===== src/rtl/i2c_host_pkg.sv =====
// Shared constants and state encodings for the I2C host sequencer.
package i2c_host_pkg;

  // ---------------------------------------------------------------
  // Widths and reset values
  // ---------------------------------------------------------------
  localparam int          BRG_WIDTH     = 8;      // Reload value width
  localparam int          BYTE_BITS     = 8;      // Bits in one byte
  localparam logic [3:0]  BIT_ACK       = 4'h8;   // Index of the ninth clock
  localparam logic [3:0]  BIT_LAST_DATA = 4'h7;   // Index of the eighth clock
  localparam logic [7:0]  BUFFER_RESET  = 8'h00;  // Buffer value after reset
  localparam logic [3:0]  BIT_RESET     = 4'h0;   // Bit counter after reset

  // ---------------------------------------------------------------
  // Sequencer states
  // ---------------------------------------------------------------
  typedef enum logic [3:0] {
    ST_IDLE      = 4'b0000,  // Waiting for a command
    ST_ACK_LOW   = 4'b0001,  // Acknowledge: SCL low, data on SDA
    ST_ACK_WAIT  = 4'b0010,  // Acknowledge: SCL released, waiting high
    ST_ACK_HIGH  = 4'b0011,  // Acknowledge: SCL high period
    ST_STP_SDA   = 4'b0100,  // Stop: SDA pulled low, waiting for it
    ST_STP_CNT   = 4'b0101,  // Stop: SCL low count
    ST_STP_SCLW  = 4'b0110,  // Stop: SCL released, waiting high
    ST_STP_SCLH  = 4'b0111,  // Stop: SCL high, SDA still low
    ST_STP_SDAW  = 4'b1000,  // Stop: SDA released, waiting high
    ST_STP_END   = 4'b1001,  // Stop: final period before completion
    ST_TX_LOW    = 4'b1010,  // Transmit: SCL low, bit on SDA
    ST_TX_WAIT   = 4'b1011,  // Transmit: SCL released, waiting high
    ST_TX_HIGH   = 4'b1100   // Transmit: SCL high period
  } seq_state_type;

endpackage : i2c_host_pkg


===== src/rtl/brg_counter.sv =====
// Baud rate generator: reloadable down counter giving one tick per period.
`timescale 1ns/10ps
module brg_counter #(
  parameter int WIDTH = 8                 // Reload value width
) (
  input  wire logic             clk_sys,  // System clock
  input  wire logic             nrst,     // Synchronous reset, active low
  input  wire logic             clk_en,   // Freezes the counter while low
  input  wire logic             load,     // Restart from the reload value
  input  wire logic             run,      // Count while high
  input  wire logic [WIDTH-1:0] reload,   // Reload value
  output logic                  tick      // Period elapsed, one cycle
);

  // ---------------------------------------------------------------
  // Counter
  // ---------------------------------------------------------------
  logic [WIDTH-1:0] count;                // Remaining cycles in period

  initial begin
    if (WIDTH < 1) begin
      $error("brg_counter needs WIDTH of at least one");
    end
  end

  // A period lasts reload + 1 cycles, so a zero reload still ticks
  assign tick = run && !load && (count == '0);

  // Load wins over counting so every restart begins a full period
  always_ff @(posedge clk_sys) begin
    if (!nrst) begin
      count <= '0;
    end else if (clk_en) begin
      if (load) begin
        count <= reload;
      end else if (run) begin
        count <= (count == '0) ? reload : count - 1'b1;
      end
    end
  end

endmodule : brg_counter


===== src/rtl/od_pin.sv =====
// Open-drain pin cell: registered pull-low drive and registered sampling.
`timescale 1ns/10ps
module od_pin (
  input  wire logic clk_sys,     // System clock
  input  wire logic nrst,        // Synchronous reset, active low
  input  wire logic clk_en,      // Freezes the cell while low
  input  wire logic drive_low,   // Request to pull the line low
  input  wire logic pin_in,      // Actual line level
  output logic      pin_out,     // Level driven while enabled, always 0
  output logic      pin_oe,      // High while the cell pulls the line
  output logic      level        // Sampled line level
);

  // ---------------------------------------------------------------
  // Drive and sample
  // ---------------------------------------------------------------
  // The cell never drives high; the pull-up makes the high level
  always_ff @(posedge clk_sys) begin
    if (!nrst) begin
      pin_out <= 1'b0;
      pin_oe  <= 1'b0;
      level   <= 1'b1;
    end else if (clk_en) begin
      pin_out <= 1'b0;
      pin_oe  <= drive_low;
      level   <= pin_in;
    end
  end

endmodule : od_pin


===== src/rtl/i2c_host_ack_stop_transmit.sv =====
// I2C host sequencer: acknowledge, stop condition and byte transmission.
`timescale 1ns/10ps
// How it works
// [RL1] Acknowledge enable pulls SCL, presents ack data
// [RL2] Software picks ACK or NACK beforehand
// [RL3] Ack: low period, high period, self-clear
// [RL4] Buffer write during ack flags collision
// [RL5] SCL stays low after each byte
// [RL6] Stop: SDA low, count, release SCL
// [RL7] SDA released later; high sets stop-detected
// [RL8] Period later: clear stop enable, interrupt
// [RL9] Buffer write during stop flags collision
// [RL10] Reset disables module, abandons transfer
// [RL11] Buffer write sets full, starts generator
// [RL12] Bit on SDA, SCL low, high periods
// [RL13] Eighth fall clears full, releases SDA
// [RL14] Ninth clock captures client acknowledge
// [RL15] After ninth clock: interrupt, SCL held
// [RL16] Buffer write mid-byte flags collision
// [RL17] Software clears collision before next byte
// [RL18] Address bits then R/W, MSB first
// [RL19] Software sends R/W zero when transmitting
// [RL20] Stop completion raises serial interrupt
// [RL21] Generator restarts from programmed reload value
// [RL22] Lines open-drain; checks use pin levels
module i2c_host_ack_stop_transmit
  import i2c_host_pkg::*;
#(
  parameter int BRG_W = i2c_host_pkg::BRG_WIDTH      // Reload value width
) (
  input  wire logic             clk_sys,             // System clock, 200 MHz
  input  wire logic             nrst,                // Synchronous reset
  input  wire logic             clk_en,              // Freezes all state
  input  wire logic             module_enable,       // Serial module enable
  input  wire logic [BRG_W-1:0] brg_reload_value,    // Generator reload
  input  wire logic             ack_seq_start,       // Set ack enable, pulse
  input  wire logic             ack_data_value,      // 0 = ACK, 1 = NACK
  input  wire logic             stop_start,          // Set stop enable, pulse
  input  wire logic             buf_write,           // Buffer write strobe
  input  wire logic [7:0]       buf_wdata,           // Buffer write data
  input  wire logic             write_collision_clear,          // Clear collision, pulse
  input  wire logic             irq_clear,           // Clear interrupt, pulse
  input  wire logic             scl_in,              // SCL line level
  input  wire logic             sda_in,              // SDA line level
  output logic                  scl_out,             // SCL drive value
  output logic                  scl_oe,              // SCL pulled low
  output logic                  sda_out,             // SDA drive value
  output logic                  sda_oe,              // SDA pulled low
  output logic                  ack_seq_enable,      // Acknowledge running
  output logic                  stop_enable,         // Stop running
  output logic [7:0]            tx_rx_buffer,        // Buffer contents
  output logic                  buffer_full,         // Byte pending
  output logic                  write_collision,     // Rejected write
  output logic                  ack_status,          // 1 = NACK received
  output logic                  stop_detected,       // Stop seen on bus
  output logic                  serial_irq_flag,     // Sequence finished
  output logic                  busy                 // Sequencer not idle
);

  // ---------------------------------------------------------------
  // Declarations
  // ---------------------------------------------------------------
  seq_state_type state;              // Sequencer state
  logic [7:0]    shift_register;     // Bits still to shift out
  logic [3:0]    bit_cnt;            // Clock index within a byte
  logic          scl_hold;           // Keep SCL low while idle
  logic          scl_level;          // Sampled SCL
  logic          sda_level;          // Sampled SDA
  logic          brg_load;           // Restart the generator
  logic          brg_run;            // Generator counting
  logic          brg_tick;           // Generator period elapsed
  logic          next_scl_low;       // SCL pull request
  logic          next_sda_low;       // SDA pull request
  logic          idle;               // Accepting commands
  logic          wr_ok;              // Buffer write accepted

  initial begin
    if (BRG_W < 1 || BRG_W > 16) begin
      $error("BRG_W must lie between 1 and 16");
    end
  end

  assign idle  = (state == ST_IDLE) && module_enable;
  // Ack and stop requests take the cycle; a write beside them collides
  assign wr_ok = buf_write && idle && !ack_seq_start && !stop_start;

  // ---------------------------------------------------------------
  // Generator control
  // ---------------------------------------------------------------
  // Every restart reloads from software's value [RL21]
  always_comb begin
    brg_load = 1'b0;
    brg_run  = 1'b0;
    unique case (state)
      ST_IDLE: begin
        brg_load = idle && (ack_seq_start || stop_start || buf_write);
      end
      ST_ACK_WAIT: begin
        brg_load = scl_level;                   // [RL3]
      end
      ST_STP_SDA: begin
        brg_load = !sda_level;                  // [RL6]
      end
      ST_STP_SCLW: begin
        brg_load = scl_level;                   // [RL7]
      end
      ST_STP_SDAW: begin
        brg_load = sda_level && scl_level;      // [RL7]
      end
      ST_TX_WAIT: begin
        brg_load = scl_level;                   // [RL12]
      end
      default: begin
        brg_run = 1'b1;
      end
    endcase
  end

  brg_counter #(
    .WIDTH (BRG_W)
  ) u_brg (
    .clk_sys (clk_sys),
    .nrst    (nrst),
    .clk_en  (clk_en),
    .load    (brg_load),
    .run     (brg_run),
    .reload  (brg_reload_value),
    .tick    (brg_tick)
  );

  // ---------------------------------------------------------------
  // Line drive requests
  // ---------------------------------------------------------------
  // Only pulls low or releases; the pull-up provides high [RL22]
  always_comb begin
    next_scl_low = 1'b0;
    next_sda_low = 1'b0;
    unique case (state)
      ST_IDLE: begin
        next_scl_low = scl_hold;                                    // [RL5]
        // After an ack, SDA stays put until SCL is seen low (hold time)
        next_sda_low = scl_hold && scl_level && sda_oe;
      end
      ST_ACK_LOW: begin
        next_scl_low = 1'b1;                                        // [RL1]
        next_sda_low = !ack_data_value;                             // [RL1]
      end
      ST_ACK_WAIT, ST_ACK_HIGH: next_sda_low = !ack_data_value;
      ST_STP_SDA, ST_STP_CNT: begin
        next_scl_low = 1'b1;
        next_sda_low = 1'b1;                                        // [RL6]
      end
      ST_STP_SCLW, ST_STP_SCLH: next_sda_low = 1'b1;
      ST_STP_SDAW, ST_STP_END: next_sda_low = 1'b0;                 // [RL7]
      ST_TX_LOW: begin
        next_scl_low = 1'b1;                                        // [RL12]
        // Old bit holds until SCL is seen low; ninth frees SDA [RL13]
        next_sda_low = scl_level ? sda_oe : (bit_cnt != BIT_ACK) && !shift_register[7]; // [RL18]
      end
      ST_TX_WAIT, ST_TX_HIGH: begin
        next_sda_low = (bit_cnt != BIT_ACK) && !shift_register[7];
      end
      default: next_scl_low = 1'b0;
    endcase
  end

  od_pin u_scl (
    .clk_sys   (clk_sys),
    .nrst      (nrst),
    .clk_en    (clk_en),
    .drive_low (next_scl_low),
    .pin_in    (scl_in),
    .pin_out   (scl_out),
    .pin_oe    (scl_oe),
    .level     (scl_level)
  );

  od_pin u_sda (
    .clk_sys   (clk_sys),
    .nrst      (nrst),
    .clk_en    (clk_en),
    .drive_low (next_sda_low),
    .pin_in    (sda_in),
    .pin_out   (sda_out),
    .pin_oe    (sda_oe),
    .level     (sda_level)
  );

  // ---------------------------------------------------------------
  // Sequencer
  // ---------------------------------------------------------------
  // Reset or disable drops back to idle with both lines free [RL10]
  always_ff @(posedge clk_sys) begin
    if (!nrst) begin
      state    <= ST_IDLE;                                       // [RL10]
      bit_cnt  <= BIT_RESET;
      scl_hold <= 1'b0;
    end else if (clk_en) begin
      if (!module_enable) begin
        state    <= ST_IDLE;                                     // [RL10]
        scl_hold <= 1'b0;
      end else begin
        unique case (state)
          ST_IDLE: begin
            if (ack_seq_start) state <= ST_ACK_LOW;              // [RL1]
            else if (stop_start) state <= ST_STP_SDA;            // [RL6]
            else if (buf_write) begin
              state   <= ST_TX_LOW;                              // [RL11]
              bit_cnt <= BIT_RESET;
            end
          end
          ST_ACK_LOW:  if (brg_tick) state <= ST_ACK_WAIT;       // [RL3]
          ST_ACK_WAIT: if (scl_level) state <= ST_ACK_HIGH;      // [RL3]
          ST_ACK_HIGH: begin
            if (brg_tick) begin
              state    <= ST_IDLE;                               // [RL3]
              scl_hold <= 1'b1;
            end
          end
          ST_STP_SDA:  if (!sda_level) state <= ST_STP_CNT;      // [RL6]
          ST_STP_CNT:  if (brg_tick) state <= ST_STP_SCLW;       // [RL6]
          ST_STP_SCLW: if (scl_level) state <= ST_STP_SCLH;
          ST_STP_SCLH: if (brg_tick) state <= ST_STP_SDAW;       // [RL7]
          ST_STP_SDAW: if (sda_level && scl_level) state <= ST_STP_END;
          ST_STP_END: begin
            if (brg_tick) begin
              state    <= ST_IDLE;                               // [RL8]
              scl_hold <= 1'b0;
            end
          end
          ST_TX_LOW:   if (brg_tick) state <= ST_TX_WAIT;        // [RL12]
          ST_TX_WAIT:  if (scl_level) state <= ST_TX_HIGH;       // [RL12]
          ST_TX_HIGH: begin
            if (brg_tick) begin
              if (bit_cnt == BIT_ACK) begin
                state    <= ST_IDLE;                             // [RL15]
                scl_hold <= 1'b1;                                // [RL5]
              end else begin
                state   <= ST_TX_LOW;
                bit_cnt <= bit_cnt + 4'h1;
              end
            end
          end
          default: state <= ST_IDLE;
        endcase
      end
    end
  end

  // ---------------------------------------------------------------
  // Shift register and buffer
  // ---------------------------------------------------------------
  // A refused write leaves buffer and shifter untouched [RL4] [RL9] [RL16]
  always_ff @(posedge clk_sys) begin
    if (!nrst) begin
      tx_rx_buffer   <= BUFFER_RESET;
      shift_register <= BUFFER_RESET;
    end else if (clk_en) begin
      if (wr_ok) begin
        tx_rx_buffer   <= buf_wdata;
        shift_register <= buf_wdata;                             // [RL18]
      end else if (state == ST_TX_HIGH && brg_tick && bit_cnt != BIT_ACK) begin
        shift_register <= {shift_register[6:0], 1'b0};           // [RL18]
      end
    end
  end

  // ---------------------------------------------------------------
  // Control enables
  // ---------------------------------------------------------------
  // Set by software when idle, cleared by hardware on completion
  always_ff @(posedge clk_sys) begin
    if (!nrst || (clk_en && !module_enable)) begin
      ack_seq_enable <= 1'b0;
      stop_enable    <= 1'b0;
    end else if (clk_en) begin
      if (idle && ack_seq_start) ack_seq_enable <= 1'b1;
      else if (state == ST_ACK_HIGH && brg_tick) ack_seq_enable <= 1'b0;  // [RL3]
      if (idle && stop_start && !ack_seq_start) stop_enable <= 1'b1;
      else if (state == ST_STP_END && brg_tick) stop_enable <= 1'b0;      // [RL8]
    end
  end

  // ---------------------------------------------------------------
  // Status flags
  // ---------------------------------------------------------------
  // Hardware sets win over software clears so no event is lost
  always_ff @(posedge clk_sys) begin
    if (!nrst || (clk_en && !module_enable)) begin
      buffer_full     <= 1'b0;
      write_collision <= 1'b0;
      ack_status      <= 1'b0;
      stop_detected   <= 1'b0;
      serial_irq_flag <= 1'b0;
      busy            <= 1'b0;
    end else if (clk_en) begin
      busy <= !idle || ack_seq_start || stop_start || buf_write;
      if (wr_ok) buffer_full <= 1'b1;                            // [RL11]
      else if (state == ST_TX_HIGH && brg_tick && bit_cnt == BIT_LAST_DATA) begin
        buffer_full <= 1'b0;                                     // [RL13]
      end
      // Software must clear this before the next byte [RL17]
      if (buf_write && !wr_ok) write_collision <= 1'b1;          // [RL4] [RL9] [RL16]
      else if (write_collision_clear) write_collision <= 1'b0;
      if (state == ST_TX_WAIT && scl_level && bit_cnt == BIT_ACK) begin
        ack_status <= sda_level;                                 // [RL14]
      end
      if (state == ST_STP_SDAW && sda_level && scl_level) stop_detected <= 1'b1;  // [RL7]
      else if (wr_ok) stop_detected <= 1'b0;
      if (brg_tick && ((state == ST_STP_END) || (state == ST_ACK_HIGH)
          || (state == ST_TX_HIGH && bit_cnt == BIT_ACK))) begin
        serial_irq_flag <= 1'b1;                                 // [RL8] [RL15] [RL20]
      end else if (irq_clear) serial_irq_flag <= 1'b0;
    end
  end

  // ---------------------------------------------------------------
  // Assertions
  // ---------------------------------------------------------------
  AST_WRITE_COLLISION_SET: assert property (@(posedge clk_sys) disable iff (!nrst) // [RL16]
    clk_en && module_enable && buf_write && state != ST_IDLE |=> write_collision)
    else $error("busy buffer write did not flag collision");
  AST_BUF_KEPT: assert property (@(posedge clk_sys) disable iff (!nrst) // [RL9]
    clk_en && buf_write && state != ST_IDLE |=> $stable(tx_rx_buffer))
    else $error("refused write changed the buffer");
  AST_BF_SET: assert property (@(posedge clk_sys) disable iff (!nrst) // [RL11]
    clk_en && wr_ok |=> buffer_full && state == ST_TX_LOW)
    else $error("accepted write did not start a byte");
  AST_BF_CLEAR: assert property (@(posedge clk_sys) disable iff (!nrst) // [RL13]
    $fell(buffer_full) && module_enable |-> state == ST_TX_LOW && bit_cnt == BIT_ACK)
    else $error("buffer full cleared at the wrong clock");
  AST_ACK_SDA: assert property (@(posedge clk_sys) disable iff (!nrst) // [RL1]
    clk_en && state == ST_ACK_LOW ##1 clk_en && state == ST_ACK_LOW
      |-> scl_oe && (sda_oe == !ack_data_value))
    else $error("acknowledge drive wrong");
  AST_ACK_END: assert property (@(posedge clk_sys) disable iff (!nrst) // [RL3]
    $fell(ack_seq_enable) && module_enable |-> state == ST_IDLE && scl_hold)
    else $error("acknowledge ended without holding SCL");
  AST_STOP_IRQ: assert property (@(posedge clk_sys) disable iff (!nrst) // [RL8]
    $fell(stop_enable) && module_enable |-> serial_irq_flag && stop_detected)
    else $error("stop completed without interrupt");
  AST_STOP_DET: assert property (@(posedge clk_sys) disable iff (!nrst) // [RL7]
    $rose(stop_detected) |-> stop_enable && sda_level && scl_level)
    else $error("stop detected outside a stop sequence");
  AST_ACK_STATUS: assert property (@(posedge clk_sys) disable iff (!nrst) // [RL14]
    clk_en && state == ST_TX_WAIT && scl_level && bit_cnt == BIT_ACK && module_enable
      |=> ack_status == $past(sda_level))
    else $error("acknowledge status not captured");
  AST_RESET: assert property (@(posedge clk_sys) // [RL10]
    !nrst |=> state == ST_IDLE && !scl_oe && !sda_oe && !buffer_full)
    else $error("reset left the module active");

  COV_TX_BYTE: cover property (@(posedge clk_sys) disable iff (!nrst)
    state == ST_TX_HIGH && bit_cnt == BIT_ACK ##1 state == ST_IDLE);
  COV_ACK_SEQ: cover property (@(posedge clk_sys) disable iff (!nrst)
    $fell(ack_seq_enable));
  COV_STOP_SEQ: cover property (@(posedge clk_sys) disable iff (!nrst)
    $fell(stop_enable));
  COV_WRITE_COLLISION: cover property (@(posedge clk_sys) disable iff (!nrst)
    $rose(write_collision));

endmodule : i2c_host_ack_stop_transmit


===== config.mk =====
export PLATFORM = sky130hd
export DESIGN_NAME = i2c_host_ack_stop_transmit
export DESIGN_NICKNAME = d
export VERILOG_FILES = /design/src/rtl/i2c_host_pkg.sv /design/src/rtl/brg_counter.sv /design/src/rtl/od_pin.sv /design/src/rtl/i2c_host_ack_stop_transmit.sv
export SDC_FILE = /design/constraint.sdc
export NUM_CORES = 1
export LEC_CHECK = 0
export BUFFER_PORTS_ARGS = -buffer_cell sky130_fd_sc_hd__buf_2
export CAP_MARGIN = 20
export CORE_AREA = 2 2 95 79
export CTS_BUF_LIST = sky130_fd_sc_hd__clkbuf_4 sky130_fd_sc_hd__clkbuf_8 sky130_fd_sc_hd__clkbuf_16
export DETAILED_ROUTE_END_ITERATION = 8
export DIE_AREA = 0 0 97 81
export PLACE_DENSITY = 0.65
export SKIP_LAST_GASP = 1
export SLEW_MARGIN = 0
export SYNTH_ARGS = -nofsm -noshare
export SYNTH_HDL_FRONTEND = slang
export SYNTH_SLANG_ARGS = --single-unit

===== constraint.sdc =====
create_clock -name clk_sys -period 5.9 [get_ports clk_sys]
set_clock_uncertainty 0.1 [all_clocks]
set_input_delay 0.59 -clock clk_sys [delete_from_list [all_inputs] [get_ports clk_sys]]
set_output_delay 0.59 -clock clk_sys [all_outputs]
set_load 0.01 [all_outputs]

# [Yosys cells after proc, flatten, opt, wreduce, memory -nomap -nowiden]
# Cells that the tools add are included.
[totals] register_bits=45 in_bits=28 output_inout_bits=20 word_cells=185
[classes] n_reduce_logical=76 add_sub_neg=2 eq_ne=38 mux=51
[ops] cell="$mux 4" count=21
[ops] cell="$pmux 4 s12" count=1
[ops] cell="$mux 8" count=5
[ops] cell="$logic_and 1x1->1" count=27
[ops] cell="$ne 3x3->1 const B" count=9
[ops] cell="$eq 4x4->1 const B" count=6
[ops] cell="$reduce_and 2->1" count=11
[ops] cell="$eq 4x3->1 const B" count=5
[ops] cell="$mux 1" count=19
[ops] cell="$reduce_bool 2->1" count=8
[ops] cell="$ne 3x2->1 const B" count=5
[ops] cell="$reduce_and 13->1" count=1
[ops] cell="$ne 2x2->1 const B" count=6
[ops] cell="$logic_not 1->1" count=10
[ops] cell="$eq 4x2->1 const B" count=2
[ops] cell="$logic_not 8->1" count=1
[ops] cell="$logic_or 1x1->1" count=8
[ops] cell="$pmux 4 s2" count=1
[ops] cell="$reduce_and 8->1" count=1
[ops] cell="$reduce_or 4->1" count=2
[ops] cell="$sub 8x1->8 const B" count=1
[ops] cell="$reduce_and 6->1" count=1
[ops] cell="$reduce_or 3->1" count=2
[ops] cell="$reduce_or 6->1" count=1
[ops] cell="12 further kinds" count=13

# [Depth between registers and ports, before layout]
[depth] word_depth=11 mapped_depth=9 mapped_depth_nobuf=8

# [Modules after synthesis]
# From an unflattened synthesis, not the netlist that was laid out.
[unflattened] hier_cells=333 area_unflattened_um2=2812.7
[modules_own_cells] module="i2c_host_ack_stop_transmit" cells_each=243 n_inst=1 area_each_um2=2055.7 seq_area_each_um2=660.6
[modules_own_cells] module="brg_counter" cells_each=74 n_inst=1 area_each_um2=594.3 seq_area_each_um2=160.2
[modules_own_cells] module="od_pin" cells_each=8 n_inst=2 area_each_um2=81.3 seq_area_each_um2=40.0

# [Least setup slack after synthesis]
# Ideal clock, no wire load.
[synth_timing] path_kind="reg-to-reg" start="register u_brg.count[2]" end="register bit_cnt[3]" path_buffers=1 t_required_ns=5.730 stages_incl_launch_ff=8 t_arrival_ns=2.022 setup_slack_ns=3.708 period_less_slack_ns=2.192 setup_ns=0.070 path_cell_list="dfxtp_1 or4_4 nor4b_4 and2_1 buf_4 nand4_1 or3_1 a21boi_1"
[synth_between] elab_chain_cells=4
[synth_lines] element="from (decl)" line="brg_counter.sv:18" rtl="logic [WIDTH-1:0] count;"
[synth_lines] element="from (signal assigned)" line="brg_counter.sv:35" rtl="count <= reload;"
[synth_lines] element="from (signal assigned)" line="brg_counter.sv:37" rtl="count <= (count == '0) ? reload : count - 1'b1;"
[synth_lines] element="$logic_not 8->1" line="brg_counter.sv:27" rtl="assign tick = run && !load && (count == '0);"
[synth_lines] element="$logic_and 1x1->1" line="brg_counter.sv:27"
[synth_lines] element="$ne 2x2->1 (no line)"
[synth_lines] element="$reduce_and 8->1 (no line)"
[synth_lines] element="to (signal assigned)" line="i2c_host_ack_stop_transmit.sv:240" rtl="bit_cnt <= bit_cnt + 4'h1;"
[synth_lines] element="to (decl)" line="i2c_host_ack_stop_transmit.sv:65" rtl="logic [3:0] bit_cnt;"
# No other way between the ends.
# A chain may end at the register's enable or synchronous reset.

# [Worst setup path in the final report]
[layout_timing] start="register state[2]" end="register shift_register[0]"
[layout_between] elab_chain_cells=11 elab_cells_between_ends=24 cone_classes="eq/ne: 6; mux: 3; reduce/logical: 15"
[layout_lines] element="from (decl)" line="i2c_host_ack_stop_transmit.sv:63" rtl="seq_state_type state;"
[layout_lines] element="from (signal assigned)" line="i2c_host_ack_stop_transmit.sv:195" rtl="state <= ST_IDLE;"
[layout_lines] element="from (signal assigned)" line="i2c_host_ack_stop_transmit.sv:200" rtl="state <= ST_IDLE;"
[layout_lines] element="from (signal assigned)" line="i2c_host_ack_stop_transmit.sv:205" rtl="if (ack_seq_start) state <= ST_ACK_LOW;"
[layout_lines] element="branches (longest 11 deep; another with $eq 4x4->1)"
[layout_lines] element="to (signal assigned)" line="i2c_host_ack_stop_transmit.sv:261" rtl="shift_register <= buf_wdata;"
[layout_lines] element="to (signal assigned)" line="i2c_host_ack_stop_transmit.sv:263" rtl="shift_register <= {shift_register[6:0], 1'b0};"
[layout_lines] element="to (decl)" line="i2c_host_ack_stop_transmit.sv:64" rtl="logic [7:0] shift_register;"
# Several ways; the timed one is not identified.

==> results by group <==
Setup path
  • Crit Path Class: reg2reg
  • Setup slack, reg-to-reg: 2480 ps
  • Slowest-stage cell, CP: nor4bb_1
  • Reg2reg start: state[2]$_SDFFE_PN0P_
  • Critical path peak fanout: 24
  • CP required: 6010 ps
  • Critical Path Sink Type: flop
  • Critical Path Max Stage Delay: between 1000 and 1500 ps
  • CP cell instances: nor4bb_1, nand2_1, nor3b_2, o21ai_0, a32o_1
  • CP Launch Type: flop
  • Worst Reg-to-Reg Cells: 5
  • FF-to-FF End: shift_register[0]$_SDFFE_PN0P_
  • CP arrival: around 3500 ps

Global route
  • Largest net degree at the start of global routing: 44
  • Grt ovf: 0
  • All-Layer GR Usage: between 10% and 20%
  • Initial antenna violation count: 0
  • First-pass GRT wire length: 11.4 mm
  • Vias in the first global route: 2,320

Route
  • Routed WL per cell: roughly 14 um
  • Routed Antenna Nets: 0
  • Total wire length: 6.63 mm
  • DRC Markers: 0
  • Via count: between 2,000 and 3,000
  • Vias per inst: 5.55
  • 1st-pass router iterations: 5
  • Drt first-iter violations: roughly 240

Power and ir drop
  • Switching power: 0.229 mW
  • Leakage: approximately 1.2 nW
  • Logic pwr share: roughly 23%
  • Switching Fraction: 30.4%
  • Worst vdd ir: between 0.0001 and 0.00015 V
  • Sequential fraction of design power: a little under half
  • Power Dens Cells: between 200 and 250 mW/mm^2
  • Clock power frac: about a third
  • P_int: approximately 0.52 mW

Timing
  • Hold slack: 366 ps
  • Final period utilization: between 50 and 60%
  • Slew Limit Fails: 0
  • Min cycle time layout: ~3400 ps
  • Fmax: 292 MHz
  • Sum Neg Setup Slack: 0 ps
  • Least-Margin Pin Slew: around 1100 ps
  • Unrepaired setup endpoints after global routing: no
  • Slew Limit Headroom: a little under a quarter
  • Fin. Hold Viols: 0
  • Final Setup Violations: 0

Synthesis
  • FFs w/ async S/R, synth: 0%
  • Yosys top cell by area: dfxtp_1
  • Sequential fraction of the synthesis area: roughly a third
  • Xor-xnor portion of the synthesized cell area: less than 1%
  • Mux cell area share after synthesis: 4.12%
  • Top cells by area, synth: dfxtp_1 (34%), nand2_1 (6.5%), mux2i_1 (4.1%)
  • Yosys warnings: 0
  • Synth Area in Simple Gates: between 20% and 30%
  • Top-count cell post-synth: nand2_1
  • Number of synthesized register bits: 45
  • Post-synthesis adder-cell area fraction: under 10%
  • Syn_area_per_cell: just under 8 um^2
  • Synth Cell Area: 0.00267 mm^2
  • Top cells by count, synth: nand2_1 (46), dfxtp_1 (45), nor2_1 (27), inv_1 (15), o21ai_0 (15)
  • Top_reg_cell synth: dfxtp_1
  • Post-Syn Instances: between 300 and 400
  • Compound-Gate Fraction of Synth Area: a little over a quarter
  • Yosys top cell area share: between 30% and 40%
  • EDFF count, synth: 0
  • Library cells used by synthesis: 60
  • Main combinational cell family by area after synthesis: compound AO/OA/AOI/OAI gates

Clocking
  • Clk slew on worst S/H paths: around 90 ps
  • Clk_lat worst skew: 300 ps
  • Clock buffer depth: 2
  • CTS tree: done
  • H-tree Lvls: 2
  • CTS Root Cell: clkbuf_8
  • Post-CTS resize count: 0
  • Post-CTS Hold Fix Bufs: 0
  • Clock sink total: between 40 and 50
  • Setup bufs post-CTS: 0
  • TritonCTS Buffers: 5

Run status
  • Outcome: finished, final reports clean

Finish
  • Layout fillers: 700
  • Antenna Cells: 0
  • Fraction of layout cells with a size suffix above 1: about 16%
  • Final #Nets: ~400
  • Area Overhead vs Synth: 12.8%

Floorplan
  • Die Wd: ~97 um
  • Core footprint: between 0.007 and 0.008 mm^2
  • Initial Util: between 30% and 40%
  • Die area: 0.00786 mm^2
  • Die height: between 80 and 90 um
  • FP Rows: 28
  • Io pins: 48

Min path
  • HP Start: tx_rx_buffer[1]$_SDFFE_PN0P_
  • Hold depth: 2
  • Hold WC Path Type: reg2reg
  • Worst Hold End: tx_rx_buffer[1]$_SDFFE_PN0P_

Placed design
  • Port Buffers: 45
  • Routability cong.: 0.860
  • Placed wire-length estimate: between 4 and 5 mm

Flow run
  • Max_cap viols: 0
==> cell families (layout without fill, tap and decap cells) <==
logic type,count (synthesis),in the layout
other,1,2
muxes,11,11
and+or+nand+nor,136,136
xor gates and xnor gates,2,2
adders and majority gates,4,4
DFF,45,45
buffers and inverters,41,69
AOI/OAI and AO/OA,103,103
==> sequential cells by signal, summed over array words and instances (netlist names) <==
signal,cells
shift_register,8
tx_rx_buffer,8
u_brg.count,8
bit_cnt,4
state,4
ack_seq_enable,1
ack_status,1
buffer_full,1
busy,1
scl_hold,1
serial_irq_flag,1
stop_detected,1
stop_enable,1
u_scl.level,1
u_scl.pin_oe,1
u_sda.level,1
u_sda.pin_oe,1
write_collision,1
==> critical path: cells and delay by family, from the launching register on <==
family	cells	cell delay, ps
simple gates	3	1990
flops	1	790
compound gates	2	440
==> how the worst max path moves through the flow <==
stage	startpoint	to	slack, ps	cells past startpoint
after CTS	state[2]$_SDFFE_PN0P_	shift_register[0]$_SDFFE_PN0P_	2560	5
after detailed placement	state[2]$_SDFFE_PN0P_	shift_register[0]$_SDFFE_PN0P_	2540	5
after floorplan	u_brg.count[2]$_SDFFE_PN0P_	bit_cnt[3]$_SDFFE_PN0P_	3710	7
after global routing	state[2]$_SDFFE_PN0P_	shift_register[0]$_SDFFE_PN0P_	2090	5
after global placement	state[2]$_SDFFE_PN0P_	shift_register[0]$_SDFFE_PN0P_	2670	5
final	state[2]$_SDFFE_PN0P_	shift_register[0]$_SDFFE_PN0P_	2480	5
==> layout make-up <==
cell class / instances / area (um^2) / area share (%)
inverter: 16 / 60.1 / 1.99
clock buffer: 5 / 68.8 / 2.28
sequential: 45 / 901 / 29.9
tap: 90 / 113 / 3.73
timing repair buffer: 45 / 225 / 7.47
clock inverter: 3 / 46.3 / 1.54
multi-input combinational: 258 / 1600 / 53.1
==> metal layers <==
metal  vias to the layer above  wire length (um)  GRT usage (%)
li1                       1300                 -              -
met1                      1158              3260           25.4
met2                        96              2820           27.2
met3                        10               479           3.53
met4                         0                68           3.94
met5                         -                 0              0
==> metrics by stage <==
stage	setup WS, ps	std cells	util (%)	instance area (um^2)	total power, mW
2_1_floorplan	3710	344	-	2680	0.479
3_3_place_gp	2670	454	41.2	2900	0.514
3_5_place_dp	2540	454	41.2	2900	0.516
4_1_cts	2560	462	42.8	3020	0.758
5_1_grt	2090	462	42.8	3020	0.796
6_report	2480	462	42.8	3020	0.752
==> cells in the final DEF (no fill, tap or decap), types with 3 or more instances in the layout <==
cell type	instances
nor2b_1	7
dfxtp_1	45
a21oi_1	14
o21ai_0	15
o31ai_1	3
o22ai_1	6
nand4_1	4
ha_1	4
o2bb2ai_1	8
mux2i_1	11
inv_1	15
a32oi_1	3
o21a_1	5
nor2_1	27
a21boi_0	12
and2_1	3
clkbuf_8	5
nand2_1	46
o32ai_1	3
o21ai_1	3
a31oi_1	9
nand2b_1	4
nand3_1	8
buf_2	45
nor3_1	9
nor4_1	6
nand3b_1	4
==> power by group through the flow <==
stage	clock network [mW]	logic (mW)	registers [mW]
finish	0.241	0.169	0.341
global placement	0	0.166	0.348
CTS	0.247	0.170	0.341
global route	0.264	0.188	0.345
detailed placement	0	0.169	0.348
floorplan	0	0.139	0.340
No activity file was read; power rests on OpenSTA's default activity.
